## src/logic/osc_ctrl_params.svh

```systemverilog
`ifndef OSC_CTRL_PARAMS_SVH
`define OSC_CTRL_PARAMS_SVH

`define OSC_PERIPH_NUM     8'h04
`define OSC_GEN_OFFSET     8'h00
`define OSC_INT_OFFSET     8'h01
`define OSC_XTAL_OFFSET    8'h02
`define OSC_SEL_BIT        0
`define OSC_RST_EN_BIT     1
`define OSC_EN_BIT         0
`define OSC_SPEED_BIT      1
`define OSC_BIAS_BIT       1
`define OSC_RST_EN_RESET   1'h0
`define OSC_INT_EN_RESET   1'h1
`define OSC_SPEED_RESET    1'h0
`define OSC_XTAL_EN_RESET  1'h1
`define OSC_BIAS_RESET     1'h1
`define OSC_TILE_RST_CYC   4'h4
`define OSC_STRAP_SYNC_CYC 2'h2

`endif

```

## src/logic/osc_ctrl_pkg.sv

```systemverilog
package osc_ctrl_pkg;
  typedef struct packed {
    logic [1:0] strap_q;
    logic [1:0] strap_cnt_q;
    logic       strap_done_q;
    logic       src_sel_q;
    logic       rst_on_sw_q;
    logic       int_en_q;
    logic       int_slow_q;
    logic       xtal_en_q;
    logic       xtal_bias_q;
    logic [3:0] tile_rst_cnt_q;
    logic       tile_rst_q;
    logic [7:0] rdata_q;
    logic       rvalid_q;
  } osc_state_t;
endpackage

```

## src/logic/oscillator_select_control.sv

```systemverilog
`timescale 1ns/1ns
`include "osc_ctrl_params.svh"

module oscillator_select_control (
  input  wire logic       mclk_i,
  input  wire logic       rst_n_i,
  input  wire logic       src_sel_pin_i,
  input  wire logic [7:0] periph_num_i,
  input  wire logic [7:0] addr_i,
  input  wire logic       wr_i,
  input  wire logic       rd_i,
  input  wire logic [7:0] wdata_i,
  output logic      [7:0] rdata_o,
  output logic            rvalid_o,
  output logic            src_sel_o,
  output logic            int_osc_en_o,
  output logic            int_osc_slow_o,
  output logic            xtal_en_o,
  output logic            xtal_bias_en_o,
  output logic            tile_rst_o
);

  osc_ctrl_pkg::osc_state_t s_q;
  osc_ctrl_pkg::osc_state_t s_d;
  logic                     sel_hit;
  logic                     new_sel;

  // Accesses are byte wide; only peripheral 4 answers.
  assign sel_hit = (periph_num_i == `OSC_PERIPH_NUM);

  always_comb begin
    s_d          = s_q;
    new_sel      = s_q.src_sel_q;
    s_d.strap_q  = {s_q.strap_q[0], src_sel_pin_i};
    s_d.rvalid_q = 1'h0;
    // The count stops once both synchroniser stages hold a sampled pin value.
    if (s_q.strap_cnt_q != `OSC_STRAP_SYNC_CYC) begin
      s_d.strap_cnt_q = s_q.strap_cnt_q + 2'h1;
    end
    // The strap is taken once after the synchroniser has settled, never under reset.
    // Taking it any earlier would latch the reset zero of the flops instead of the pin.
    if (!s_q.strap_done_q) begin
      if (s_q.strap_cnt_q == `OSC_STRAP_SYNC_CYC) begin
        s_d.strap_done_q = 1'h1;
        s_d.src_sel_q    = s_q.strap_q[1];
      end
    end else if (sel_hit && wr_i) begin
      unique case (addr_i)
        `OSC_GEN_OFFSET: begin
          new_sel         = wdata_i[`OSC_SEL_BIT];
          s_d.src_sel_q   = new_sel;
          s_d.rst_on_sw_q = wdata_i[`OSC_RST_EN_BIT];
        end
        `OSC_INT_OFFSET: begin
          s_d.int_en_q   = wdata_i[`OSC_EN_BIT];
          s_d.int_slow_q = wdata_i[`OSC_SPEED_BIT];
        end
        `OSC_XTAL_OFFSET: begin
          s_d.xtal_en_q   = wdata_i[`OSC_EN_BIT];
          s_d.xtal_bias_q = wdata_i[`OSC_BIAS_BIT];
        end
        default: begin
        end
      endcase
    end
    // A tile reset stretches a few cycles so the tile sees a clean pulse.
    if (s_q.strap_done_q && sel_hit && wr_i && addr_i == `OSC_GEN_OFFSET
        && s_q.rst_on_sw_q && new_sel != s_q.src_sel_q) begin
      s_d.tile_rst_cnt_q = `OSC_TILE_RST_CYC;
    end else if (s_q.tile_rst_cnt_q != 4'h0) begin
      s_d.tile_rst_cnt_q = s_q.tile_rst_cnt_q - 4'h1;
    end
    s_d.tile_rst_q = (s_d.tile_rst_cnt_q != 4'h0);
    if (sel_hit && rd_i) begin
      s_d.rvalid_q = 1'h1;
      unique case (addr_i)
        `OSC_GEN_OFFSET:  s_d.rdata_q = {6'h00, s_q.rst_on_sw_q, s_q.src_sel_q};
        `OSC_INT_OFFSET:  s_d.rdata_q = {6'h00, s_q.int_slow_q, s_q.int_en_q};
        `OSC_XTAL_OFFSET: s_d.rdata_q = {6'h00, s_q.xtal_bias_q, s_q.xtal_en_q};
        default:          s_d.rdata_q = 8'h00;
      endcase
    end
  end

  always_ff @(posedge mclk_i or negedge rst_n_i) begin
    if (!rst_n_i) begin
      s_q                <= '0;
      s_q.rst_on_sw_q    <= `OSC_RST_EN_RESET;
      s_q.int_en_q       <= `OSC_INT_EN_RESET;
      s_q.int_slow_q     <= `OSC_SPEED_RESET;
      s_q.xtal_en_q      <= `OSC_XTAL_EN_RESET;
      s_q.xtal_bias_q    <= `OSC_BIAS_RESET;
    end else begin
      s_q <= s_d;
    end
  end

  assign rdata_o        = s_q.rdata_q;
  assign rvalid_o       = s_q.rvalid_q;
  assign src_sel_o      = s_q.src_sel_q;
  assign int_osc_en_o   = s_q.int_en_q;
  assign int_osc_slow_o = s_q.int_slow_q;
  assign xtal_en_o      = s_q.xtal_en_q;
  assign xtal_bias_en_o = s_q.xtal_bias_q;
  assign tile_rst_o     = s_q.tile_rst_q;

  // Write checks wait for the strap, since writes in the first cycles after reset are dropped.
  a_sel_write: assert property (@(posedge mclk_i) disable iff (!rst_n_i)
    s_q.strap_done_q && sel_hit && wr_i && addr_i == 8'h00 |=> src_sel_o == $past(wdata_i[0]))
    else $error("source select did not follow write");

  a_tile_rst_on: assert property (@(posedge mclk_i) disable iff (!rst_n_i)
    $changed(src_sel_o) && $past(s_q.rst_on_sw_q) && $past(s_q.strap_done_q) |-> tile_rst_o [*4])
    else $error("tile reset missing on source change");

  a_tile_rst_off: assert property (@(posedge mclk_i) disable iff (!rst_n_i)
    $rose(tile_rst_o) |-> $past(s_q.rst_on_sw_q))
    else $error("tile reset without enable");

  a_rst_needs_change: assert property (@(posedge mclk_i) disable iff (!rst_n_i)
    $rose(tile_rst_o) |-> $changed(src_sel_o))
    else $error("tile reset without a source change");

  a_speed_write: assert property (@(posedge mclk_i) disable iff (!rst_n_i)
    s_q.strap_done_q && sel_hit && wr_i && addr_i == 8'h01 |=> int_osc_slow_o == $past(wdata_i[1]))
    else $error("speed bit did not follow write");

  a_int_en_write: assert property (@(posedge mclk_i) disable iff (!rst_n_i)
    s_q.strap_done_q && sel_hit && wr_i && addr_i == 8'h01 |=> int_osc_en_o == $past(wdata_i[0]))
    else $error("internal enable did not follow write");

  a_bias_write: assert property (@(posedge mclk_i) disable iff (!rst_n_i)
    s_q.strap_done_q && sel_hit && wr_i && addr_i == 8'h02 |=> xtal_bias_en_o == $past(wdata_i[1]))
    else $error("bias bit did not follow write");

  a_xtal_write: assert property (@(posedge mclk_i) disable iff (!rst_n_i)
    s_q.strap_done_q && sel_hit && wr_i && addr_i == 8'h02 |=> xtal_en_o == $past(wdata_i[0]))
    else $error("crystal enable did not follow write");

  a_rsvd_zero: assert property (@(posedge mclk_i) disable iff (!rst_n_i)
    rvalid_o |-> rdata_o[7:2] == 6'h00)
    else $error("reserved bits read nonzero");

  a_unmapped_read: assert property (@(posedge mclk_i) disable iff (!rst_n_i)
    sel_hit && rd_i && addr_i > 8'h02 |=> rdata_o == 8'h00)
    else $error("unmapped offset read nonzero");

  a_other_periph: assert property (@(posedge mclk_i) disable iff (!rst_n_i)
    !sel_hit |=> !rvalid_o)
    else $error("answered another peripheral");

  a_read_answer: assert property (@(posedge mclk_i) disable iff (!rst_n_i)
    sel_hit && rd_i |=> rvalid_o)
    else $error("read to this peripheral got no answer");

  a_answer_cause: assert property (@(posedge mclk_i) disable iff (!rst_n_i)
    rvalid_o |-> $past(sel_hit) && $past(rd_i))
    else $error("read answer without a read");

  a_foreign_quiet: assert property (@(posedge mclk_i) disable iff (!rst_n_i)
    s_q.strap_done_q && !sel_hit |=> $stable(src_sel_o) && $stable(int_osc_en_o) && $stable(int_osc_slow_o)
      && $stable(xtal_en_o) && $stable(xtal_bias_en_o))
    else $error("another peripheral changed a control output");

  a_gen_readback: assert property (@(posedge mclk_i) disable iff (!rst_n_i)
    sel_hit && rd_i && addr_i == 8'h00 |=> rdata_o[0] == $past(src_sel_o))
    else $error("source select read back wrong");

  a_int_readback: assert property (@(posedge mclk_i) disable iff (!rst_n_i)
    sel_hit && rd_i && addr_i == 8'h01 |=> rdata_o[1] == $past(int_osc_slow_o) && rdata_o[0] == $past(int_osc_en_o))
    else $error("internal oscillator register read back wrong");

  a_xtal_readback: assert property (@(posedge mclk_i) disable iff (!rst_n_i)
    sel_hit && rd_i && addr_i == 8'h02 |=> rdata_o[1] == $past(xtal_bias_en_o) && rdata_o[0] == $past(xtal_en_o))
    else $error("crystal register read back wrong");

  // The strap must be the synchronised pin, not the reset value of the flops.
  a_strap_capture: assert property (@(posedge mclk_i) disable iff (!rst_n_i)
    $rose(s_q.strap_done_q) |-> src_sel_o == $past(s_q.strap_q[1]))
    else $error("source select did not take the strap");

  a_early_write: assert property (@(posedge mclk_i) disable iff (!rst_n_i)
    !s_q.strap_done_q |=> $stable(int_osc_en_o) && $stable(int_osc_slow_o) && $stable(xtal_en_o)
      && $stable(xtal_bias_en_o))
    else $error("write landed before strap capture");

  // Reset values are checked at the first edge after release, before any write can land.
  a_int_reset: assert property (@(posedge mclk_i) disable iff (!rst_n_i)
    $rose(rst_n_i) |-> int_osc_en_o)
    else $error("internal enable not set after reset");

  a_speed_reset: assert property (@(posedge mclk_i) disable iff (!rst_n_i)
    $rose(rst_n_i) |-> !int_osc_slow_o)
    else $error("slow speed selected after reset");

  a_xtal_reset: assert property (@(posedge mclk_i) disable iff (!rst_n_i)
    $rose(rst_n_i) |-> xtal_en_o)
    else $error("crystal enable not set after reset");

  a_bias_reset: assert property (@(posedge mclk_i) disable iff (!rst_n_i)
    $rose(rst_n_i) |-> xtal_bias_en_o)
    else $error("bias enable not set after reset");

  a_rst_en_reset: assert property (@(posedge mclk_i) disable iff (!rst_n_i)
    $rose(rst_n_i) |-> !s_q.rst_on_sw_q && !tile_rst_o)
    else $error("tile reset enable set after reset");

  c_switch_rst: cover property (@(posedge mclk_i) $rose(tile_rst_o));
  c_slow: cover property (@(posedge mclk_i) $rose(int_osc_slow_o));
  c_xtal_off: cover property (@(posedge mclk_i) $fell(xtal_en_o));
  c_int_off: cover property (@(posedge mclk_i) $fell(int_osc_en_o));
  c_strap_take: cover property (@(posedge mclk_i) $rose(s_q.strap_done_q));

endmodule

```

## config.mk

```make
export PLATFORM = sky130hd
export DESIGN_NAME = oscillator_select_control
export DESIGN_NICKNAME = d
export VERILOG_FILES = /design/src/logic/osc_ctrl_pkg.sv /design/src/logic/oscillator_select_control.sv
export VERILOG_INCLUDE_DIRS = /design/src /design/src/logic
export SDC_FILE = /design/constraint.sdc
export NUM_CORES = 1
export LEC_CHECK = 0
export BUFFER_PORTS_ARGS = -buffer_cell sky130_fd_sc_hd__buf_4
export CORE_MARGIN = 8
export CORE_UTILIZATION = 42
export DETAILED_ROUTE_END_ITERATION = 6
export PLACE_DENSITY = 0.75
export RECOVER_POWER = 100
export SYNTH_ARGS = -nofsm -noshare
export SYNTH_HDL_FRONTEND = slang
export SYNTH_SLANG_ARGS = --single-unit
```

## constraint.sdc

```tcl
create_clock -name mclk_i -period 1.5 [get_ports mclk_i]
set_input_delay 0.225 -clock mclk_i [delete_from_list [all_inputs] [get_ports mclk_i]]
set_output_delay 0.225 -clock mclk_i [all_outputs]
set_load 0.01 [all_outputs]
```

---- Word level (Yosys, flattened, before mapping) ----
Index checks and enable logic that the tools add are counted.
cells by class
  $add $sub $neg .......................... 2
  multipliers ............................. 0
  div/mod/pow operators ................... 0
  magnitude comparators ................... 0
  equality and inequality tests ........... 8
  shift-type cells ........................ 0
  mux-type cells .......................... 14
  bitwise gates (word level) .............. 0
  reduce and logical (&&, ||, !) cells .... 15
operator list
  cell                                                   count
  AND reduction 3 bit                                    4
  equality test 8 x 1 -> 1 bit, second input constant    1
  equality test 8 x 2 -> 1 bit, second input constant    1
  equality test 8 x 3 -> 1 bit, second input constant    1
  logical NOT 8 bit                                      1
  2-to-1 mux 2 bit                                       4
  2-to-1 mux 4 bit                                       2
  nonzero test 4 bit                                     2
  logical AND 1 bit                                      7
  2-to-1 mux 1 bit                                       6
  2-to-1 mux 6 bit                                       1
  case mux 2 bit (3 select lines)                        1
  inequality test 2 x 1 -> 1 bit, second input constant  2
  subtractor 4 x 1 -> 4 bit, second input constant       1
  adder 2 x 1 -> 2 bit, second input constant            1
  equality test 2 bit, second input constant             1
  inequality test 2 bit, second input constant           1
  nonzero test 2 bit                                     1
  inequality test 1 bit                                  1
storage, ports and cells
  register bits ........................... 19
  latch bits .............................. 0
  bits in writable memories ............... 0
  memory bits (read-only) ................. 0
  input bits .............................. 29
  output and inout bits ................... 15
  word-level logic and storage cells ...... 52
  memories kept ........................... 0

---- Logic depth before layout (Yosys ltp) ----
Gate-level depths: netlist of the first run.
  word-level depth ........................ 8
  depth in mapped cells ................... 6
  mapped depth without buffers ............ 6

---- Worst setup path after synthesis of the first run ----
No wires, ideal clock.
  path kind ............................... reg2reg
  start ................................... register s_q[20] (netlist bit)
  end ..................................... register s_q[18] (netlist bit)
  setup time .............................. 0.125 ns
  arrival time ............................ 1.355 ns
  required time ........................... 1.375 ns
  path slack .............................. 0.020 ns
  cell stages (with the launch flop) ...... 5
  path buffers ............................ 0
  clock period less this slack ............ 1.480 ns
  path through ............................ dfrtp_1 > and4bb_2 > nand4_2 > or3_4 > mux2_4
on the way
  word-level cells in the longest chain between the ends .. 1
RTL lines
  element                               line                             RTL
  from (decl)                           oscillator_select_control.sv:23  osc_ctrl_pkg::osc_state_t s_q;
  AND reduction 3 bit (no source line)  n/a
Every way passes these cells.
A chain may end at the register's enable or synchronous reset.

---- Final worst setup path of the first run ----
Ends and elaborated chain as after synthesis.

==> reports/metrics.csv, run 1 <==
stage,metric,value,unit
run_status,status,"complete, but fails checks",
run_status,violations,setup timing,
yosys,ys_seq_elements,19,
clock_tree,cts_tree,built,
placed_design,place_congestion,0.754,
worst_setup_path,crit_arrival,1.69,ns
clock_tree,cts.sink_count,19,
placed_design,dp_worst_setup_slack,-0.137,ns
route,wl_per_cell,13.5,um
yosys,syn_area,1030,um^2
route,first_iter_violations,10,
timing,rsz0062_at_grt,true,
worst_setup_path,cp-startpoint,s_q[20],
run,drv_cap,0,
die,die_h,65.5,um
clock_tree,cts_max_level,1,
worst_setup_path,critPathCapture,s_q[18],
worst_setup_path,start_kind,register,
worst_setup_path,ff2ff_setup_slack,-0.002,ns
pwr,p_sw,0.204,mW
grt,overflow,0,
yosys,synth_top_area_frac,0.390,
timing,relSlewSlack,0.336,
route,viasPerCell,4.86,
clock_tree,numCtsBuffers,3,
pwr,p_comb_frac,0.113,
die,start_util,0.430,
timing,worst_hold_slack,0.0551,ns
grt,grt_use_total,0.102,
worst_setup_path,r2r_cells,4,
final_layout,syn_to_final_growth,26.7,%
yosys,synthCells,90,
yosys,synth.yosys.seq_area_share,0.467,
grt,grt_pass1_wl,3.46,mm
final_layout,nets,160,
yosys,yosysUniqueCellTypes,31,
worst_setup_path,required,1.69,ns
route,num_vias,768,
grt,antenna_found_initial,0,
pwr,p_int,0.670,mW
yosys,syn-mean-instance-area,11.4,um^2
timing,timing.final.ws_setup,-0.00216,ns
timing,tns,-0.00216,ns
pwr,pwr-share-seq,0.594,
die,dieArea,4280,um^2
timing,worst_slew_pin_slew,0.996,ns
route,detail-route-antenna-nets,0,
worst_setup_path,crit_type,register to register,
final_layout,diodes,0,
yosys,synth.top_cells.by_area,"dfrtp_1 39%, dfstp_2 7.7%, buf_4 5.8%",
timing,maxSlewViolCount,0,
worst_setup_path,crit_fanout,4,
clock_tree,clockRootBuffer,clkbuf_4,
worst_setup_path,regToRegEndpoint,s_q[18],
timing,period_needed,1.50,ns
pwr,p_clk_frac,0.293,
timing,finalHoldViolCount,0,
die,io_pins,44,
timing,setup_viol,1,
die,dieWidth,65.5,um
pwr,p_leak,0.637,nW
grt,grt_pass1_vias,776,
route,firstDrtPassIters,4,
worst_setup_path,r2r_start,s_q[20],
yosys,synth_warnings,0,
yosys,synth_top_area_cell,dfrtp_1,
clock_tree,clkLatencyLatePin,0.29,ns
worst_setup_path,end_kind,register,
route,drc,0,
worst_hold_path,hp-class,input port to register,
clock_tree,clockBufferDepth,2,
timing,clock.fmax,666,MHz
pwr,p_total,0.874,mW
final_layout,drive_gt1_frac,0.375,
route,wirelength,2.14,mm
clock_tree,path_clk_slew,0.10,ns
pwr,peakVddDrop,0.314,mV
die,num_rows,18,
grt,grt_start_max_net_pins,20,
placed_design,dp.final_hpwl,1.72,mm
timing,fin_crit_sh,1.00,
die,fp.coreArea,2390,um^2
pwr,powerDensity,672,nW/um^2
placed_design,port_buffers,31,
timing,skew,0.000374,ns
pwr,p_sw_frac,0.233,
metrics by stage:
step / area (um^2) / util / std cells
floorplan: 1050 / - / 95
finish: 1300 / 0.545 / 158
global placement: 1290 / 0.539 / 152
detailed placement: 1290 / 0.539 / 152
CTS: 1340 / 0.561 / 158
global route: 1300 / 0.545 / 158
synth_stat cells:
master,number
nor2b_1,4
nor2_1,9
o21ai_0,1
nand3_1,1
xor2_1,1
dfstp_2,3
nor3_1,1
o31ai_1,2
or2_2,1
a21oi_1,5
nor4_2,1
nor4b_4,1
xnor2_1,2
or3_4,1
nor3b_1,1
and2b_2,1
buf_4,8
nand4_2,1
nor3b_2,1
mux2_2,4
inv_1,4
nand2_1,6
ha_1,2
nor4_4,2
conb_1,1
a211o_1,1
dfrtp_1,16
or3_1,2
mux2_4,1
mux2i_1,5
and4bb_2,1
power by group through the flow:
| stage | registers (mW) | clock network (mW) | logic, mW |
|---|---|---|---|
| floorplan | 0.529 | 0 | 0.0357 |
| global placement | 0.529 | 0 | 0.0955 |
| detailed placement | 0.529 | 0 | 0.0984 |
| CTS | 0.520 | 0.272 | 0.102 |
| global route | 0.520 | 0.291 | 0.107 |
| finish | 0.519 | 0.256 | 0.0984 |
per-layer routing:
layer	routed length [um]	GRT usage	up-vias
li1	-	-	371
met1	868	0.111	366
met2	1090	0.167	23
met3	84	0.0187	8
met4	100	0.0872	0
met5	0	0	-
worst max-delay path, cell delays in order (launching register included):
cell	delay [ns]
dfrtp_1	0.35
and4bb_2	0.26
nand4_4	0.12
or3_4	0.37
mux2_4	0.30
area by class of cell:
type                    count  area [um^2]
fillers                   221         1090
repair buffers             37          244
multi-input cells          64          499
well taps                  30         37.5
clock buffers               4         26.3
inverters                   4         15.0
flip-flops and latches     19          479
sequential cells by signal, indices dropped and copies added (netlist names):
signal and flops:
xtal_bias_en_o 1, s_d 1, rvalid_o 1, int_osc_slow_o 1, s_q 9, xtal_en_o 1, int_osc_en_o 1, tile_rst_o 1
rdata_o 2, src_sel_o 1
repair_timing:
item,in CTS,in global routing
endpoints found under the hold margin,16,0
buffers inserted,1,0
hold buffers,1,0
pin swaps,1,0
gates resized for setup,1,1
endpoints found under the setup margin,1,6
cells by family (layout without fill, tap and decap cells):
kind of cell | Yosys count | after routing | synth area share
mux | 10 | 10 | 0.107
compound gates | 9 | 9 | 0.0524
buf+inv | 12 | 45 | 0.0731
simple gates | 34 | 34 | 0.247
xor+xnor | 3 | 3 | 0.0256
fa+ha+maj | 2 | 2 | 0.0244
flops | 19 | 19 | 0.467
other cells | 1 | 6 | 0.00365
how the worst min path moves through the flow:
stage,from,end,slack (ns),depth (start not counted)
2_1_floorplan,rst_n_i,int_osc_slow_o,-0.07,0
3_3_place_gp,rst_n_i,tile_rst_o,0.11,1
3_5_place_dp,rst_n_i,s_q[13],0.11,1
4_1_cts,src_sel_pin_i,s_d[24],0.02,1
5_1_grt,src_sel_pin_i,s_d[24],0.04,1
6_report,src_sel_pin_i,s_d[24],0.06,1
placed cells by master (no fill, tap or decap), types with 2 or more instances in the layout:
cell / Yosys / layout
mux2_2: 4 / 4
nor3b_2: 1 / 2
dfstp_2: 3 / 3
or3_1: 2 / 2
buf_4: 8 / 25
inv_1: 4 / 4
ha_1: 2 / 2
clkbuf_1: 0 / 10
conb_1: 1 / 6
a21oi_1: 5 / 5
xnor2_1: 2 / 2
nor2_1: 9 / 9
o31ai_1: 2 / 2
dfrtp_1: 16 / 16
nand2_1: 6 / 6
mux2i_1: 5 / 5
nor4_4: 2 / 2
clkbuf_4: 0 / 4
nor2b_1: 4 / 4
Power figures use the tool's default switching activity.
==> inputs of run 2 (changes only) <==
Settings changed: CORE_UTILIZATION 42 to 50, CTS_CLUSTER_DIAMETER set to 150, PLACE_DENSITY 0.75 to 0.83.
Clock period 1.5 ns to 1.8 ns, I/O delays scaled along.
==> run 2 against run 1 <==
  * The run now ends clean
  * First-iteration DRC count rose by 90%
  * Register-to-register slack better by 0.21 ns
  * Count of clock-buffer cells in the layout is the same
  * Setup slack improved by 0.19 ns
  * Power is 17% lower
  * Non-clock buffer count is 5 lower
  * Worst hold slack better by 0.043 ns
  * Wire length up 3.6%
  * Design area decreased by 4.8%
  * Clock skew grew 0.0044 ns
  * Largest power group unchanged
==> reports/metrics.csv, run 2 (same netlist as run 1, synthesis figures left out) <==
stage,metric,value,unit
grt,antenna_found_initial,0,
die,fp.coreArea,1940,um^2
final_layout,mostFrequentLayoutCells,"22 x buf_4, 16 x dfrtp_1, 9 x nor2_1",
placed_design,placed_cells,145,
worst_setup_path,critPathCapture,s_q[18],
pwr,powerDensity,584,nW/um^2
final_layout,drive_gt1_frac,0.309,
clock_tree,clockBufferDepth,2,
timing,worst_hold_slack,0.0977,ns
clock_tree,cts_setup_buffers,0,
die,dieArea,3760,um^2
worst_setup_path,cpPeakStageDelay,0.48,ns
route,viasPerCell,5.14,
die,num_rows,16,
route,firstDrtPassIters,4,
worst_setup_path,worst-path-stages,5,
worst_setup_path,start_kind,input port,
final_layout,largest_reg_flops,9,
timing,worst_slew_pin_slew,0.977,ns
timing,rsz0062_at_grt,false,
clock_tree,path_clk_slew,0.10,ns
worst_setup_path,r2r_cells,4,
worst_setup_path,end_kind,register,
clock_tree,numCtsBuffers,3,
placed_design,place_congestion,0.789,
final_layout,stdcell_area,1240,um^2
route,first_iter_violations,19,
worst_hold_path,hp-class,input port to register,
route,drc,0,
timing,maxSlewViolCount,0,
final_layout,instances_no_fill,150,
die,die_h,61.3,um
grt,grt_pass1_vias,831,
final_layout,regMostFlops,s_q,
placed_design,placed_area,1250,um^2
pwr,p_leak,0.608,nW
die,io_pins,44,
clock_tree,cts_tree,built,
worst_setup_path,required,1.99,ns
route,detail-route-antenna-nets,0,
grt,overflow,0,
worst_setup_path,r2r_start,s_q[20],
grt,grt_pass1_wl,3.49,mm
worst_setup_path,slowest_stage,nor4b_1,
clock_tree,clockRootBuffer,clkbuf_4,
final_layout,final_common_cell,buf_4,
worst_setup_path,worstPathBufferInverterCount,1,
route,num_vias,771,
clock_tree,cts_max_level,1,
final_layout,fillers,168,
grt,grt_start_max_net_pins,20,
final_layout,nets,155,
worst_setup_path,crit_arrival,1.80,ns
grt,grt_use_total,0.129,
timing,clock.fmax,620,MHz
die,start_util,0.529,
timing,relSlewSlack,0.349,
placed_design,port_buffers,31,
final_layout,diodes,0,
worst_setup_path,cpLargestDelayFamily,simple AND/OR/NAND/NOR gates,
route,wl_per_cell,14.8,um
clock_tree,clkLatencyLatePin,0.30,ns
timing,fin_crit_sh,0.896,
timing,setup_viol,0,
worst_setup_path,cp-startpoint,periph_num_i[3],
placed_design,dp.final_hpwl,1.79,mm
worst_setup_path,crit_fanout,4,
pwr,peakVddDrop,0.533,mV
timing,period_needed,1.61,ns
clock_tree,cts.sink_count,19,
worst_setup_path,ff2ff_setup_slack,0.21,ns
timing,tns,0,ns
timing,skew,0.00482,ns
timing,finalHoldViolCount,0,
final_layout,syn_to_final_growth,20.6,%
run_status,status,completed,
worst_setup_path,regToRegEndpoint,s_q[18],
worst_setup_path,crit_type,input port to register,
route,wirelength,2.22,mm
die,dieWidth,61.3,um
run,drv_cap,0,
worst_hold_path,min_from,src_sel_pin_i,
worst_setup_path,crit_path_cell_trace,clkbuf_4 > nor4b_1 > nand4_2 > or3_4 > mux2_1,
[run 2: cell types whose count changed in the layout (fill, tap and decap cells not counted), sizes merged]
cell,previous run,this run
buf,25,22
clkbuf,15,13
[run 2: routing by layer]
metal | track usage | routed length (um)
met1 | 0.126 | 836
met2 | 0.222 | 1100
met3 | 0.0522 | 246
met4 | 0.0764 | 29
met5 | 0 | 0
[run 2: worst register-to-register path: stages (launching register included)]
cell and delay [ns]:
dfrtp_1 0.38, and4bb_2 0.24, nand4_2 0.16, or3_4 0.39, mux2_1 0.32
[run 2: worst min-delay path by stage]
| stage | end | slack (ns) | cells past startpoint |
|---|---|---|---|
| after global placement | s_q[10] | 0.15 | 1 |
| after floorplan | int_osc_slow_o | -0.03 | 0 |
| after detailed placement | s_d[24] | 0.15 | 1 |
| after CTS | s_d[24] | 0.07 | 1 |
| final | s_d[24] | 0.1 | 1 |
| after global routing | s_d[24] | 0.08 | 1 |
[run 2: cell type report]
| cell class | count | area, um^2 | area share |
|---|---|---|---|
| clock buffer | 4 | 26.3 | 0.0212 |
| multi-input combinational | 64 | 468 | 0.378 |
| sequential | 19 | 479 | 0.387 |
| tap | 27 | 33.8 | 0.0273 |
| inverter | 4 | 15.0 | 0.0121 |
| timing repair buffer | 32 | 216 | 0.175 |
[run 2: through the flow]
stage	worst slack (ns)	util	total power, mW
global route	0.0330	0.638	0.756
global placement	0.103	0.645	0.521
floorplan	0.294	-	0.471
detailed placement	0.0686	0.645	0.524
finish	0.188	0.638	0.723
CTS	0.213	0.664	0.736
[run 2: power breakdown]
group / internal, mW / leakage [nW] / switching (mW)
logic: 0.0401 / 0.356 / 0.0387
registers: 0.430 / 0.238 / 0.00227
clock network: 0.0864 / 0.0150 / 0.126
[run 2: what timing repair did]
item	in CTS	in global routing
endpoints found under the hold margin	16	0
hold buffers	1	0
gates resized for setup	0	0
==> inputs of run 3 (changes only) <==
Settings changed: CORE_UTILIZATION 50 to 46, PLACE_DENSITY 0.83 to 0.78.
Clock period 1.8 ns to 1.5 ns, I/O delays scaled along.
==> run 3 against run 2 <==
  * The run now ends with setup timing left
  * Largest cell class is now multi-input gates
  * Power is 20% higher
  * Clock power is 18% higher
  * Largest power group unchanged
  * Register-to-register slack worse by 0.23 ns
  * Worst hold slack better by 0.082 ns
==> reports/metrics.csv, run 3 (same netlist as run 1, synthesis figures left out) <==
stage,metric,value,unit
worst_setup_path,crit_arrival,1.70,ns
grt,overflow,0,
timing,clock.fmax,658,MHz
timing,rsz0062_at_grt,true,
timing,setup_viol,1,
final_layout,diodes,0,
final_layout,largest_reg_flops,9,
placed_design,dp.final_hpwl,1.63,mm
worst_hold_path,hp-class,input port to register,
grt,grt_pass1_vias,807,
route,first_iter_violations,13,
die,die_h,63.3,um
placed_design,placed_area,1280,um^2
route,met3_length,161,um
final_layout,nets,161,
route,met1_length,813,um
timing,worst_slew_pin_slew,0.991,ns
timing,finalHoldViolCount,0,
placed_design,port_buffers,31,
pwr,p_leak,0.647,nW
grt,grt_pass1_wl,3.35,mm
final_layout,final_core_util,0.610,
final_layout,syn_to_final_growth,28.7,%
die,dieWidth,63.3,um
final_layout,mostFrequentLayoutCells,"25 x buf_4, 16 x dfrtp_1, 9 x nor2_1, 9 x clkbuf_1",
timing,fin_crit_sh,1.01,
final_layout,stdcell_area,1320,um^2
die,fp.coreArea,2170,um^2
route,routed.top_layer,met4,
placed_design,place_congestion,0.744,
clock_tree,clockBufferDepth,2,
final_layout,fillers,183,
worst_setup_path,required,1.68,ns
worst_setup_path,crit_type,register to register,
clock_tree,cts_max_level,1,
final_layout,instances_no_fill,157,
final_layout,drive_gt1_frac,0.395,
clock_tree,cts_tree,built,
worst_setup_path,start_kind,register,
route,met2WireLength,1.00,mm
timing,relSlewSlack,0.339,
worst_setup_path,end_kind,register,
timing,timing.final.ws_setup,-0.0195,ns
die,dieArea,4000,um^2
run,drv_cap,0,
clock_tree,numCtsBuffers,3,
run_status,status,"complete, but fails checks",
pwr,powerDensity,658,nW/um^2
route,num_vias,750,
timing,period_needed,1.52,ns
timing,skew,0.0109,ns
pwr,peakVddDrop,0.510,mV
clock_tree,clockRootBuffer,clkbuf_4,
final_layout,regMostFlops,s_q,
route,wl_per_cell,12.6,um
worst_setup_path,crit_fanout,4,
clock_tree,clkLatencyLatePin,0.30,ns
die,num_rows,17,
clock_tree,path_clk_slew,0.11,ns
timing,maxSlewViolCount,0,
run_status,violations,setup timing,
route,firstDrtPassIters,2,
route,drc,0,
timing,worst_hold_slack,0.179,ns
grt,antenna_found_initial,0,
route,detail-route-antenna-nets,0,
die,io_pins,44,
clock_tree,cts.sink_count,19,
final_layout,final_common_cell,buf_4,
placed_design,placed_cells,150,
grt,grt_start_max_net_pins,20,
route,wirelength,1.98,mm
route,viasPerCell,4.78,
pwr,p_total,0.870,mW
grt,grt_use_total,0.102,
die,start_util,0.473,
## run 3: cell types whose count changed in the layout (fill, tap and decap cells not counted), sizes merged
cell | before | now
clkinv | 0 | 1
dlygate4sd3 | 1 | 2
buf | 22 | 25
clkbuf | 13 | 14
## run 3: where the power goes
group / internal (mW) / switching, mW
clock: 0.0994 / 0.151
sequential: 0.517 / 0.00295
combinational: 0.0519 / 0.0478
## run 3: worst paths after layout
path,startpoint,end,slack [ns],cells after the start
worst max-delay path,s_q[20],s_q[18],-0.02,4
worst min-delay path,wdata_i[1],int_osc_slow_o,0.18,2
worst max register to register,s_q[20],s_q[18],-0.02,4
worst min register to register,s_d[24],s_q[24],0.38,0
max in group asynchronous,rst_n_i,tile_rst_o,0.29,2
min in group asynchronous,rst_n_i,s_q[22],0.60,2
## run 3: layout make-up
cell class,count,area [um^2],area share
clock inverter,1,5.00,0.00378
multi-input combinational,64,512,0.387
clock buffer,3,22.5,0.0170
sequential,19,479,0.362
timing repair buffer,38,254,0.192
inverter,4,15.0,0.0114
tap,28,35.0,0.0265
## run 3: metrics by stage
step                      setup slack (ns)  setup TNS (ns)
after floorplan                     0.0201               0
after global placement              -0.119          -0.319
after detailed placement            -0.125          -0.405
after CTS                          -0.0259         -0.0259
after global routing               -0.0755          -0.222
final                              -0.0195         -0.0195
## run 3: repair_timing
| action | 4_1_cts | 5_1_grt |
|---|---|---|
| endpoints found under the setup margin | 2 | 8 |
| gates resized for setup | 1 | 3 |
| hold buffers | 1 | 1 |
| hold endpoints to repair | 16 | 1 |
| pin swaps | 1 | 0 |
| setup buffers | 0 | 1 |
| gates cloned | 0 | 0 |
## run 3: layer usage
metal | vias up | GRT usage
met3 | 2 | 0.0548
met2 | 19 | 0.178
met5 | - | 0
met4 | 0 | 0.0251
met1 | 350 | 0.104
li1 | 379 | -
## run 3: worst max-delay path: stages, from the launching register on
cell and delay [ns]:
dfrtp_1 0.35, and4bb_2 0.26, nand4_4 0.13, or3_4 0.37, mux2_4 0.30
